==> config.mk <==
export PLATFORM = sky130hd
export DESIGN_NAME = tvu_trap_vector_unit
export DESIGN_NICKNAME = d
export VERILOG_FILES = /design/src/logic/tvu_pkg.sv /design/src/logic/tvu_trap_vector_unit.sv
export VERILOG_INCLUDE_DIRS = /design/src /design/src/logic
export SDC_FILE = /design/constraint.sdc
export NUM_CORES = 1
export LEC_CHECK = 0
export ABC_CLOCK_PERIOD_IN_PS = 3440
export BUFFER_PORTS_ARGS = -buffer_cell sky130_fd_sc_hd__buf_2
export CAP_MARGIN = 20
export CORE_UTILIZATION = 54
export CTS_BUF_LIST = sky130_fd_sc_hd__clkbuf_2
export CTS_CLUSTER_DIAMETER = 60
export DETAILED_ROUTE_END_ITERATION = 6
export GPL_TIMING_DRIVEN = 0
export PLACE_DENSITY_LB_ADDON = 0.25
export SYNTH_ARGS = -nofsm -noshare
export SYNTH_HDL_FRONTEND = slang
export SYNTH_SLANG_ARGS = --single-unit
==> constraint.sdc <==
create_clock -name clk_sys -period 3.44 [get_ports clk_sys]
set_input_delay 0 -clock clk_sys [delete_from_list [all_inputs] [get_ports clk_sys]]
set_output_delay 0 -clock clk_sys [all_outputs]
set_load 0.02 [all_outputs]
==> src/logic/tvu_regs.svh <==
`ifndef TVU_REGS_SVH
`define TVU_REGS_SVH

// register word offsets on the plain register port
`define TVU_ADDR_W 8
`define TVU_DATA_W 16
`define TVU_OFF_TRAP_FLAG 8'h00
`define TVU_OFF_VEC_SEG 8'h04
`define TVU_OFF_CPU_CTRL1 8'h08
`define TVU_OFF_EVT_STAT 8'h0c
`define TVU_OFF_EVT_MASK 8'h10
`define TVU_OFF_SVC_LEVEL 8'h14

// reset values
`define TVU_RST_VEC_SEG 8'h00
`define TVU_RST_SPACING 2'h0
`define TVU_RST_MASK 3'h0

// spacing field in cpu_control_register_1
`define TVU_SPACING_LSB 0
`define TVU_SPACING_MSB 1
// spacing code 0 gives 4 bytes, i.e. a shift of 2
`define TVU_SPACING_BASE_SHIFT 3'h2

// trap flag bit positions
`define TVU_FLAG_SR0 0
`define TVU_FLAG_STACK_OVERFLOW_FLAG 1
`define TVU_FLAG_STACK_UNDERFLOW_FLAG 2
`define TVU_FLAG_SWBRK 3
`define TVU_FLAG_SR1 4
`define TVU_FLAG_UNDEFINED_OPCODE_FLAG 5
`define TVU_FLAG_ACCERR 6
`define TVU_FLAG_PROT 7
`define TVU_FLAG_ILLOP 8
`define TVU_NUM_FLAGS 9

// trap numbers
`define TVU_TN_RESET 7'h00
`define TVU_TN_SR0 7'h02
`define TVU_TN_STACK_OVERFLOW_FLAG 7'h04
`define TVU_TN_STACK_UNDERFLOW_FLAG 7'h06
`define TVU_TN_SWBRK 7'h08
`define TVU_TN_CLASS_B 7'h0a

// event status bit positions
`define TVU_EVT_CLASS_A 0
`define TVU_EVT_CLASS_B 1
`define TVU_EVT_SW_TRAP 2

// service level stack depth
`define TVU_STK_DEPTH 4

`endif

==> src/logic/tvu_pkg.sv <==
package tvu_pkg;
	`include "tvu_regs.svh"

	typedef enum logic [1:0] {
		TVU_LVL_NONE = 2'h0,
		TVU_LVL_B = 2'h1,
		TVU_LVL_A = 2'h2,
		TVU_LVL_RESET = 2'h3
	} tvu_level_e;

	// gray along boot -> run
	typedef enum logic [1:0] {
		TVU_ST_BOOT = 2'b00,
		TVU_ST_RUN = 2'b01
	} tvu_state_e;

	typedef struct packed {
		logic illegal_word_operand_flag;
		logic protected_instruction_fault_flag;
		logic memory_access_error_flag;
		logic undefined_opcode_flag;
		logic system_request_1_flag;
		logic software_break_flag;
		logic stack_underflow_flag;
		logic stack_overflow_flag;
		logic system_request_0_flag;
	} tvu_hw_trap_s;

	typedef struct packed {
		logic valid;
		tvu_level_e level;
		logic [6:0] trap_num;
		logic [7:0] segment;
		logic [15:0] offset;
	} tvu_branch_s;
endpackage : tvu_pkg

==> src/logic/tvu_trap_vector_unit.sv <==
// Design decisions made here: the address map and the strobed register port.
`timescale 1ns/1ps
// Contract
// - every class A hardware trap forces a branch to its own vector, class B to the shared one; no mask can stop it.
// - every hardware trap sets its own bit in the trap flag register.
// - a hardware trap preempts execution unless a higher-priority trap service runs.
// - during a hardware trap service, interrupts and event controller transfers wait.
// - class A traps go to 0008/02, 0010/04, 0018/06 and 0020/08.
// - all class B traps share vector 0028 with number 0A and differ only by flags.
// - a software trap takes any number 00 to 7F and keeps the current priority.
// - the vector segment register supplies the upper address of every vector.
// - vector spacing comes from the spacing field, default 4 bytes.
// - serial 2 channel 1 nodes use 5F to 61; nodes 62 to 6A are unassigned.
// - end of subchannel node uses 6F; system, flash and clock nodes take 6B to 6E.
module tvu_trap_vector_unit
	import tvu_pkg::*;
(
	// clock and reset
	input wire logic clk_sys,
	input wire logic rst_n,
	// register port
	input wire logic [`TVU_ADDR_W-1:0] reg_addr,
	input wire logic [`TVU_DATA_W-1:0] reg_wdata,
	input wire logic reg_wr,
	input wire logic reg_rd,
	output logic [`TVU_DATA_W-1:0] reg_rdata,
	// trap sources
	input wire tvu_hw_trap_s hw_trap,
	input wire logic sw_trap_req,
	input wire logic [6:0] sw_trap_num,
	input wire logic int_req,
	input wire logic [6:0] int_num,
	input wire logic pec_req,
	// cpu pipeline side
	input wire logic svc_return,
	output tvu_branch_s branch,
	output logic sw_trap_ack,
	output logic int_ack,
	output logic pec_grant,
	// event interrupt
	output logic irq
);

	// reset release synchroniser
	logic rst_meta_reg;
	logic rst_sync_reg;
	always_ff @(posedge clk_sys or negedge rst_n) begin
		if (!rst_n) begin
			rst_meta_reg <= 1'b0;
			rst_sync_reg <= 1'b0;
		end else begin
			rst_meta_reg <= 1'b1;
			rst_sync_reg <= rst_meta_reg;
		end
	end
	wire logic rst_i_n = rst_sync_reg;

	// state
	tvu_state_e state_reg;
	tvu_level_e lvl_reg;
	tvu_level_e lvl_next;
	tvu_level_e stk_reg [`TVU_STK_DEPTH];
	logic [`TVU_NUM_FLAGS-1:0] flag_reg;
	logic [`TVU_NUM_FLAGS-1:0] pend_reg;
	logic [7:0] seg_reg;
	logic [1:0] spacing_reg;
	logic [2:0] stat_reg;
	logic [2:0] mask_reg;

	// register write decode
	wire logic wr_flag = reg_wr && (reg_addr == `TVU_OFF_TRAP_FLAG);
	wire logic wr_seg = reg_wr && (reg_addr == `TVU_OFF_VEC_SEG);
	wire logic wr_ctrl = reg_wr && (reg_addr == `TVU_OFF_CPU_CTRL1);
	wire logic wr_stat = reg_wr && (reg_addr == `TVU_OFF_EVT_STAT);
	wire logic wr_mask = reg_wr && (reg_addr == `TVU_OFF_EVT_MASK);

	// raw hardware events, one bit per trap source
	wire logic [`TVU_NUM_FLAGS-1:0] hw_evt = hw_trap;

	// pending split into class A (low four) and class B (upper five)
	wire logic [3:0] pend_a = pend_reg[`TVU_FLAG_SWBRK:`TVU_FLAG_SR0];
	wire logic [4:0] pend_b = pend_reg[`TVU_FLAG_ILLOP:`TVU_FLAG_SR1];
	wire logic any_a = |pend_a;
	wire logic any_b = |pend_b;
	wire logic running = (state_reg == TVU_ST_RUN);

	// a return in the same cycle as a dispatch pops first, so no return is lost
	wire logic ret_now = running && svc_return;
	wire tvu_level_e cur_lvl = ret_now ? stk_reg[0] : lvl_reg;

	// class A is never masked; equal level may nest, only the reset service blocks it
	wire logic take_a = running && any_a && (cur_lvl != TVU_LVL_RESET);
	wire logic take_b = running && !any_a && any_b && (cur_lvl <= TVU_LVL_B);
	wire logic hw_wait = any_a || any_b;
	// a waiting hardware trap also holds off software traps and interrupts
	wire logic take_sw = running && !hw_wait && sw_trap_req;
	wire logic take_int = running && !hw_wait && !sw_trap_req && int_req &&
		(cur_lvl == TVU_LVL_NONE);
	wire logic take_pec = running && pec_req && !hw_wait &&
		(cur_lvl == TVU_LVL_NONE);

	// class A number by fixed order within the class
	wire logic [6:0] num_a = pend_a[0] ? `TVU_TN_SR0 :
		pend_a[1] ? `TVU_TN_STACK_OVERFLOW_FLAG :
		pend_a[2] ? `TVU_TN_STACK_UNDERFLOW_FLAG : `TVU_TN_SWBRK;
	// one clear mask for the class A bit served
	wire logic [3:0] clr_a = pend_a[0] ? 4'h1 :
		pend_a[1] ? 4'h2 :
		pend_a[2] ? 4'h4 : 4'h8;

	// trap number of whatever is dispatched this cycle
	wire logic [6:0] disp_num = !running ? `TVU_TN_RESET :
		take_a ? num_a :
		take_b ? `TVU_TN_CLASS_B :
		take_sw ? sw_trap_num : int_num;
	wire logic dispatch = !running || take_a || take_b || take_sw || take_int;

	// offset = number shifted by log2 of spacing
	wire logic [2:0] shamt = `TVU_SPACING_BASE_SHIFT + {1'b0, spacing_reg};
	wire logic [15:0] disp_off = {9'h00, disp_num} << shamt;

	// level after this cycle: hardware raises it, software trap keeps it
	always_comb begin
		lvl_next = cur_lvl;
		if (!running) begin
			lvl_next = TVU_LVL_RESET;
		end else if (take_a) begin
			lvl_next = TVU_LVL_A;
		end else if (take_b) begin
			lvl_next = TVU_LVL_B;
		end else if (take_sw || take_int) begin
			lvl_next = cur_lvl;
		end
	end

	// boot issues the reset branch once, then runs
	tvu_state_e state_next;
	always_comb begin
		state_next = state_reg;
		case (state_reg)
			TVU_ST_BOOT: begin
				state_next = TVU_ST_RUN;
			end
			TVU_ST_RUN: begin
				state_next = TVU_ST_RUN;
			end
			default: begin
				state_next = TVU_ST_BOOT;
			end
		endcase
	end

	// the internal reset copy holds boot until two edges after release
	always_ff @(posedge clk_sys or negedge rst_n) begin
		if (!rst_n) begin
			state_reg <= TVU_ST_BOOT;
		end else if (!rst_i_n) begin
			state_reg <= TVU_ST_BOOT;
		end else begin
			state_reg <= state_next;
		end
	end

	// service level with a small return stack; deep nesting drops the oldest entry
	always_ff @(posedge clk_sys or negedge rst_n) begin
		if (!rst_n) begin
			lvl_reg <= TVU_LVL_RESET;
			for (int i = 0; i < `TVU_STK_DEPTH; i++) begin
				stk_reg[i] <= TVU_LVL_NONE;
			end
		end else begin
			lvl_reg <= lvl_next;
			if (running && dispatch && !ret_now) begin
				stk_reg[0] <= lvl_reg;
				for (int i = 1; i < `TVU_STK_DEPTH; i++) begin
					stk_reg[i] <= stk_reg[i-1];
				end
			end else if (running && dispatch) begin
				// pop and push cancel out, the restored level stays on top
				stk_reg[0] <= cur_lvl;
			end else if (ret_now) begin
				for (int i = 0; i < `TVU_STK_DEPTH - 1; i++) begin
					stk_reg[i] <= stk_reg[i+1];
				end
				stk_reg[`TVU_STK_DEPTH-1] <= TVU_LVL_NONE;
			end
		end
	end

	// which pending bits the current dispatch consumes: one class A bit or every class B bit
	wire logic [`TVU_NUM_FLAGS-1:0] pend_clr = take_a ? {5'h00, clr_a} :
		take_b ? {pend_b, 4'h0} : {`TVU_NUM_FLAGS{1'b0}};

	// pending traps; a new event wins over the dispatch clear
	always_ff @(posedge clk_sys or negedge rst_n) begin
		if (!rst_n) begin
			pend_reg <= '0;
		end else begin
			pend_reg <= (pend_reg & ~pend_clr) | hw_evt;
		end
	end

	// visible flags, write one to clear; software may miss nothing, so set wins
	always_ff @(posedge clk_sys or negedge rst_n) begin
		if (!rst_n) begin
			flag_reg <= '0;
		end else begin
			flag_reg <= (flag_reg & ~(wr_flag ? reg_wdata[`TVU_NUM_FLAGS-1:0] :
				{`TVU_NUM_FLAGS{1'b0}})) | hw_evt;
		end
	end

	// vector segment, relocates the whole table at once
	always_ff @(posedge clk_sys or negedge rst_n) begin
		if (!rst_n) begin
			seg_reg <= `TVU_RST_VEC_SEG;
		end else if (wr_seg) begin
			seg_reg <= reg_wdata[7:0];
		end
	end

	// vector spacing; a change mid-run moves every later vector
	always_ff @(posedge clk_sys or negedge rst_n) begin
		if (!rst_n) begin
			spacing_reg <= `TVU_RST_SPACING;
		end else if (wr_ctrl) begin
			spacing_reg <= reg_wdata[`TVU_SPACING_MSB:`TVU_SPACING_LSB];
		end
	end

	// event mask gates only the irq line, never a trap
	always_ff @(posedge clk_sys or negedge rst_n) begin
		if (!rst_n) begin
			mask_reg <= `TVU_RST_MASK;
		end else if (wr_mask) begin
			mask_reg <= reg_wdata[2:0];
		end
	end

	// sticky event status, write one to clear, set wins
	wire logic [2:0] evt_set = {take_sw, take_b, take_a};
	wire logic [2:0] evt_clr = wr_stat ? reg_wdata[2:0] : 3'h0;
	always_ff @(posedge clk_sys or negedge rst_n) begin
		if (!rst_n) begin
			stat_reg <= 3'h0;
			irq <= 1'b0;
		end else begin
			stat_reg <= (stat_reg & ~evt_clr) | evt_set;
			irq <= |(((stat_reg & ~evt_clr) | evt_set) & mask_reg);
		end
	end

	// branch request toward the pipeline; only valid is a pulse
	always_ff @(posedge clk_sys or negedge rst_n) begin
		if (!rst_n) begin
			branch <= '0;
		end else begin
			branch.valid <= rst_i_n && dispatch;
			branch.level <= lvl_next;
			branch.trap_num <= disp_num;
			branch.segment <= seg_reg;
			branch.offset <= disp_off;
		end
	end

	// acknowledges; a source not acknowledged keeps its request up
	always_ff @(posedge clk_sys or negedge rst_n) begin
		if (!rst_n) begin
			sw_trap_ack <= 1'b0;
			int_ack <= 1'b0;
			pec_grant <= 1'b0;
		end else begin
			sw_trap_ack <= take_sw;
			int_ack <= take_int;
			pec_grant <= take_pec;
		end
	end

	// read mux; unmapped addresses read zero
	logic [`TVU_DATA_W-1:0] rd_mux;
	always_comb begin
		rd_mux = 16'h0000;
		if (reg_addr == `TVU_OFF_TRAP_FLAG) begin
			rd_mux = {7'h00, flag_reg};
		end else if (reg_addr == `TVU_OFF_VEC_SEG) begin
			rd_mux = {8'h00, seg_reg};
		end else if (reg_addr == `TVU_OFF_CPU_CTRL1) begin
			rd_mux = {14'h0000, spacing_reg};
		end else if (reg_addr == `TVU_OFF_EVT_STAT) begin
			rd_mux = {13'h0000, stat_reg};
		end else if (reg_addr == `TVU_OFF_EVT_MASK) begin
			rd_mux = {13'h0000, mask_reg};
		end else if (reg_addr == `TVU_OFF_SVC_LEVEL) begin
			rd_mux = {14'h0000, lvl_reg};
		end
	end

	// read data stands only in the cycle after the strobe
	always_ff @(posedge clk_sys or negedge rst_n) begin
		if (!rst_n) begin
			reg_rdata <= 16'h0000;
		end else begin
			reg_rdata <= reg_rd ? rd_mux : 16'h0000;
		end
	end

endmodule : tvu_trap_vector_unit

* Word level (Yosys, flattened, before mapping) *
Index checks and enable logic that the tools add are counted.

word-level totals
  bits in registers = 102
  word-level logic and storage cells = 118

cells by class
  add/sub/neg operators = 1
  shifts and indexed selects = 1
  equal/unequal tests = 8
  bitwise gates (word level) = 10
  multiplexer cells = 31
  $lt $le $gt $ge = 1
  reduce and logical (&&, ||, !) cells = 42

operator list
  kind                                            number
  2-to-1 mux 9 bit                                4
  2-to-1 mux 7 bit                                4
  2-to-1 mux 4 bit                                6
  2-to-1 mux 8 bit                                3
  logical AND 1 bit                               22
  bitwise AND 9 bit                               2
  NOT 9 bit                                       2
  OR 9 bit                                        2
  == test 8 x 4 -> 1 bit (second input constant)  2
  == test 8 x 5 -> 1 bit (second input constant)  2
  2-to-1 mux 16 bit                               1
  << shifter 7 x 3 -> 16 bit                      1
  2-to-1 mux 2 bit                                6
  2-to-1 mux 3 bit                                4
  == test 8 x 3 -> 1 bit (second input constant)  1
  zero test 8 bit                                 1
  bitwise AND 3 bit                               2
  2-to-1 mux 6 bit                                1
  zero test 1 bit                                 5
  logical OR 1 bit                                5
  OR reduction 5 bit                              1
  zero test 2 bit                                 2
  OR reduction 4 bit                              1
  adder 2 x 2 -> 3 bit (first input constant)     1
  other kinds (12)                                13

* Longest topological paths before layout *
  word-level depth = 13
  gate-level depth with buffers = 10
  gate-level depth less buffers = 9

* Worst setup path after synthesis *
Ideal clock, no wire load.

  kind = register -> register
  start = register pend_reg[0]
  end = register stk_reg[2] in the netlist's numbering
  period minus slack after synthesis = 2.923 ns
  path slack = 0.517 ns
  cell stages (with the launch flop) = 10
  arrival = 2.788 ns
  required time = 3.305 ns
  path buffers = 1
  cell sequence = dfrtp_1 or4_4 or4b_2 a21o_1 a21boi_1 inv_1 ha_1 clkbuf_1 mux2i_1 o21ai_0

on the way
  word-level cells in the longest chain between the ends = 12
  elaborated cells between the ends (all ways) = 24
  those cells by class = eq/ne (1); mux (1); reduce/logical (22)

RTL lines
  item                                                                           RTL line                                                                            RTL
  start: declaration                                                             tvu_trap_vector_unit.sv:64                                                          logic [`TVU_NUM_FLAGS-1:0] pend_reg;
  start signal: assignment                                                       tvu_trap_vector_unit.sv:199                                                         pend_reg <= (pend_reg & ~pend_clr) | hw_evt;
  OR reduction 4 bit (*)                                                         tvu_trap_vector_unit.sv:83                                                          wire logic any_a = |pend_a;
  zero test 1 bit or logical OR 1 bit (tied branches)                            tvu_trap_vector_unit.sv:93, tvu_trap_vector_unit.sv:94
  logical AND 1 bit or zero test 1 bit (tied branches)                           tvu_trap_vector_unit.sv:93, tvu_trap_vector_unit.sv:96, tvu_trap_vector_unit.sv:97
  logical AND 1 bit, on equally long branches                                    tvu_trap_vector_unit.sv:93, tvu_trap_vector_unit.sv:96, tvu_trap_vector_unit.sv:97
  logical AND 1 bit, on equally long branches                                    tvu_trap_vector_unit.sv:93, tvu_trap_vector_unit.sv:97
  logical OR 1 bit or logical AND 1 bit (tied branches) (2 in series)            tvu_trap_vector_unit.sv:116, tvu_trap_vector_unit.sv:97
  logical OR 1 bit (*)                                                           tvu_trap_vector_unit.sv:116                                                         wire logic dispatch = !running || take_a || take_b || take_sw || take_int;
  logical AND 1 bit (*)                                                          tvu_trap_vector_unit.sv:173, tvu_trap_vector_unit.sv:178
  logical AND 1 bit                                                              tvu_trap_vector_unit.sv:173                                                         if (running && dispatch && !ret_now) begin
  != test 2 x 1 -> 1 bit (no source line) or nonzero test 2 bit (tied branches)  -
  AND reduction 2 bit (no source line)                                           -
  end signal: indexed assignment                                                 tvu_trap_vector_unit.sv:176                                                         stk_reg[i] <= stk_reg[i-1];
  end signal: indexed assignment                                                 tvu_trap_vector_unit.sv:183                                                         stk_reg[i] <= stk_reg[i+1];
  end: declaration                                                               tvu_trap_vector_unit.sv:62                                                          tvu_level_e stk_reg [`TVU_STK_DEPTH];

Mark *: on every way between the ends. The rest lies on a longest branch, timed or not.
A chain may end at the register's enable or synchronous reset.

* Worst setup path after layout *
  start = register pend_reg[1]
  end = register branch[5] in the netlist's numbering

on the way
  word-level cells in the longest chain between the ends = 10
  elaborated cells between the ends (all ways) = 18
  those cells by class = shift (1); mux (6); reduce/logical (11)

RTL lines
  item                             RTL line                     RTL
  OR reduction 4 bit               tvu_trap_vector_unit.sv:83
  logical OR 1 bit                 tvu_trap_vector_unit.sv:94   wire logic hw_wait = any_a || any_b;
  zero test 1 bit                  tvu_trap_vector_unit.sv:96   wire logic take_sw = running && !hw_wait && sw_trap_req;
  logical AND 1 bit (2 in series)  tvu_trap_vector_unit.sv:96
  2-to-1 mux 7 bit                 tvu_trap_vector_unit.sv:115  take_sw ? sw_trap_num : int_num;
  2-to-1 mux 7 bit                 tvu_trap_vector_unit.sv:114  take_b ? `TVU_TN_CLASS_B :
  2-to-1 mux 7 bit (*)             tvu_trap_vector_unit.sv:113  take_a ? num_a :
  2-to-1 mux 7 bit (*)             tvu_trap_vector_unit.sv:112  wire logic [6:0] disp_num = !running ? `TVU_TN_RESET :
  net disp_num[2]                  tvu_trap_vector_unit.sv:112
  << shifter 7 x 3 -> 16 bit (*)   tvu_trap_vector_unit.sv:120  wire logic [15:0] disp_off = {9'h00, disp_num} << shamt;
  net disp_off[5]                  tvu_trap_vector_unit.sv:120
  end: declaration                 tvu_trap_vector_unit.sv:36   output tvu_branch_s branch,

The timed path passes the listed nets; every way through them passes the cells marked *.

==> results.md <==
- The clock period could shrink to 3.27 ns.
- The slew of the pin with the lowest slew margin is 0.720 ns.
- Of the total power, the clock network draws 0.268.
- After detailed routing, the average wire length per cell comes to 14.4 um.
- The power density over the cells is 383 nW/um2.
- The top cell types in the final layout, fill and taps aside, are sky130_fd_sc_hd__buf_2, sky130_fd_sc_hd__dfrtp_1, sky130_fd_sc_hd__dlygate4sd3_1, sky130_fd_sc_hd__nand2_1, sky130_fd_sc_hd__mux2i_1.
- Counting the buffers created by CTS gives 9.
- The number of failing hold endpoints at the final stage is 0.
- The detailed-routing iteration count for the pre-antenna-repair pass is 5.
- Summed over all layers, the global routing overflow is 0.
- The die height is 86.9 um.
- The path category of the worst min-delay check is input port to flip-flop.
- The most common cell after layout, fill and taps aside is sky130_fd_sc_hd__buf_2.
- Based on the critical path, the design can be clocked at up to 306 MHz.
- The clock tree synthesis step divided the H-tree into 3 levels.
- VDD sags by at most 0.215 mV.
- The completed layout was analyzed and its total power is 2.01 mW.
- Setup repair after global routing left no endpoint under its margin.
- The largest fanout of any net on the critical path is 7.
- Yosys attributes the largest share of cell area to sky130_fd_sc_hd__dfrtp_1, sky130_fd_sc_hd__mux2i_1, sky130_fd_sc_hd__mux2_2, sky130_fd_sc_hd__a21o_1, sky130_fd_sc_hd__nand2_1.
- Setup violations remaining at the end of the flow were counted as 0.
- The antenna diode count is 0.
- The library cell used as clock root buffer is sky130_fd_sc_hd__clkbuf_2.
- The switching power is 0.565 mW.
- The worst setup path is launched from a flip-flop.
- The run finished with clean final reports.
- Of the available clock period, the critical path in the final layout requires 0.949.
- The number of pins with negative max-slew slack in the final report is 0.
- The post-detailed-routing wire length is 8690 um.
- The final route contains 3109 vias.
- The internal power of the cells is 1.45 mW.
- At the later pin of the worst-skew pair, clock insertion delay measures 0.53 ns.
- A synthesized cell averages 11.8 um2.
- The detailed router finished its first iteration with 153 violations.
- Routability-driven placement finished with a final weighted congestion of 0.878.
- In the routed layout, each cell is associated on average with a via count of 5.15.
- Data arrives at the worst endpoint at 3.71 ns.
- In this run, synthesis inferred 0 flip-flops with an integrated enable.
- The share of the Yosys chip area taken by registers is 0.592.
- The worst setup path is captured at a flip-flop.
- The share of final-layout standard cells stronger than drive strength 1 is 0.295.
- The synthesized netlist occupies a cell area of 3890 um2.
- For this run, design rule violations remaining after detail routing come to 0.
- No sink is reached through more buffers than the 2 on the longest clock path.
- The largest net degree at the start of global routing is 50.
- The share of total power in combinational logic is 0.154.
- The die is 86.9 um wide.
- The layout net count is 560.
- Clock tree synthesis found a total of 92 sinks.
- The overall die area is 7550 um2.
- The share of total power dissipated in sequential elements is 0.578.
- Summing all flip-flop and latch instances after layout gives 2300 um2.
- The number of global-route vias before repair is 3052.
- Across every metal layer, demand over resource in global routing totals 0.249.
- In the final layout, the multi-input gates occupy 1470 um2.
- The most used flip-flop cell after synthesis is sky130_fd_sc_hd__dfrtp_1.
- After floorplanning, the core was sized to cover 6870 um2.
- The detail route stage leaves a number of antenna-violating nets equal to 0.
- The required time reported for the critical path endpoint is 3.89 ns.
- The register with the most flip-flops in the final layout is branch.
- In this run, post-CTS repair resized a total of 0 instances.
- The core utilization of the finished layout is 0.764.
- The starting density of the core is 0.567.
- The total negative setup slack is 0 ns.
- Of the total power, the share spent switching nets is 0.281.
- The first global-routing pass estimated 14200 um of wire.
- Detailed placement ended at an HPWL of 5690 um.
- Across the run, the number of max-cap violations was 0.
- The number of antenna violations at the first check in global routing was 0.
- The cell taking the most area after synthesis is sky130_fd_sc_hd__dfrtp_1.
- The number of instances in the synthesized netlist is 330.
- The critical path start-end classification is flip-flop to flip-flop.
- Buffers added to address setup during post-CTS repair amount to 0.
- Yosys printed 0 warnings.
- The area growth from synthesis to layout is 34.8%.
- During I/O placement, the number of pins put on the boundary was 109.
- Between clock sinks in the finished design, the worst skew comes to 0.0290 ns.
- Of the post-synthesis cell area, the dominant cell type holds 0.579.
- Counting distinct cell types in the post-synthesis netlist gives 53.
- Counting flops with an async set or reset pin after synthesis yields a share of 1.00.
- The flip-flop count of the largest register after layout is 32.
- The worst slew margin relative to its limit is 0.520.
- For this design the static power due to leakage is 2.57 nW.
- The number of synthesized register bits is 92.
- Counting the fill cells in the layout gives 485.
- The clock input transition at the sequential cells of the worst setup and hold paths is 0.25 ns.
- The port buffer count is 92.
- The initialized floorplan defines 30 standard-cell rows.
- TritonCTS built the clock tree.
logic make-up after synthesis:
kind of cell,Yosys count,synth area share
flip-flops,92,0.592
other,2,0.00193
buffers and inverters,31,0.0408
AO/OA/AOI/OAI,66,0.116
AND/OR/NAND/NOR,95,0.122
adder cells (fa/ha/maj),2,0.00643
multiplexers,42,0.121
timing repair:
action,4_1_cts,5_1_grt
endpoints found under the hold margin,151,0
setup endpoints to repair,0,0
hold buffers,57,0
power groups by stage:
stage	Sequential (mW)	Combinational, mW	Clock, mW
after floorplan	1.21	0.128	0
after global routing	1.17	0.342	0.585
after detailed placement	1.18	0.264	0
after global placement	1.18	0.255	0
after CTS	1.16	0.306	0.550
final	1.16	0.310	0.539
layer usage:
metal,track usage,routed length (um),vias up
li1,-,-,1488
met1,0.317,3640,1509
met2,0.423,4480,97
met3,0.0408,408,15
met4,0.108,154,0
met5,0,0,-
stage by stage:
stage | cell area, um2 | hold slack [ns] | worst slack, ns | instances
final | 5250 | 0.0675 | 0.174 | 604
after global routing | 5250 | 0.0711 | 0.0496 | 604
after CTS | 5250 | 0.00702 | 0.194 | 604
after detailed placement | 4550 | 0.0236 | 0.248 | 531
after global placement | 4520 | 0.196 | 0.338 | 530
after floorplan | 3940 | -0.296 | 0.517 | 342
synth_stat cells, drive strengths merged (3+ instances only):
cell	count
nand4	5
a21oi	15
nand3b	5
mux2i	23
buf	12
nor2	22
mux2	17
or4	3
o21ai	13
nand3	5
dfrtp	90
clkbuf	9
a21o	21
nor4	3
nand2	31
inv	9
nor3	8
worst paths after layout:
kind	start	end	slack (ns)	depth (start not counted)
max	pend_reg[1]	branch[5]	0.17	8
min	reg_addr[6]	reg_rdata[1]	0.07	6
max reg2reg	pend_reg[1]	branch[5]	0.17	8
min reg2reg	rst_meta_reg	rst_i_n	0.38	0
max in group asynchronous	rst_n	lvl_reg[0]	2.64	4
min in group asynchronous	rst_n	reg_rdata[7]	0.51	4
area by class of cell:
type | instances | area share
Multi-Input combinational cell | 219 | 0.281
Timing Repair Buffer | 150 | 0.204
Tap cell | 96 | 0.0229
Inverter | 10 | 0.00715
Sequential cell | 92 | 0.439
Buffer | 21 | 0.0231
Clock buffer | 9 | 0.00858
Clock inverter | 7 | 0.0141
worst max-delay path: stages, from the launching register on:
cell,delay (ns)
sky130_fd_sc_hd__dfrtp_1,0.50
sky130_fd_sc_hd__or4_4,0.56
sky130_fd_sc_hd__or4_4,0.52
sky130_fd_sc_hd__buf_6,0.16
sky130_fd_sc_hd__mux2i_1,0.14
sky130_fd_sc_hd__dlygate4sd3_1,0.57
sky130_fd_sc_hd__o22ai_1,0.13
sky130_fd_sc_hd__mux2_2,0.30
sky130_fd_sc_hd__a221o_1,0.30
No activity file was read; power rests on OpenSTA's default activity.
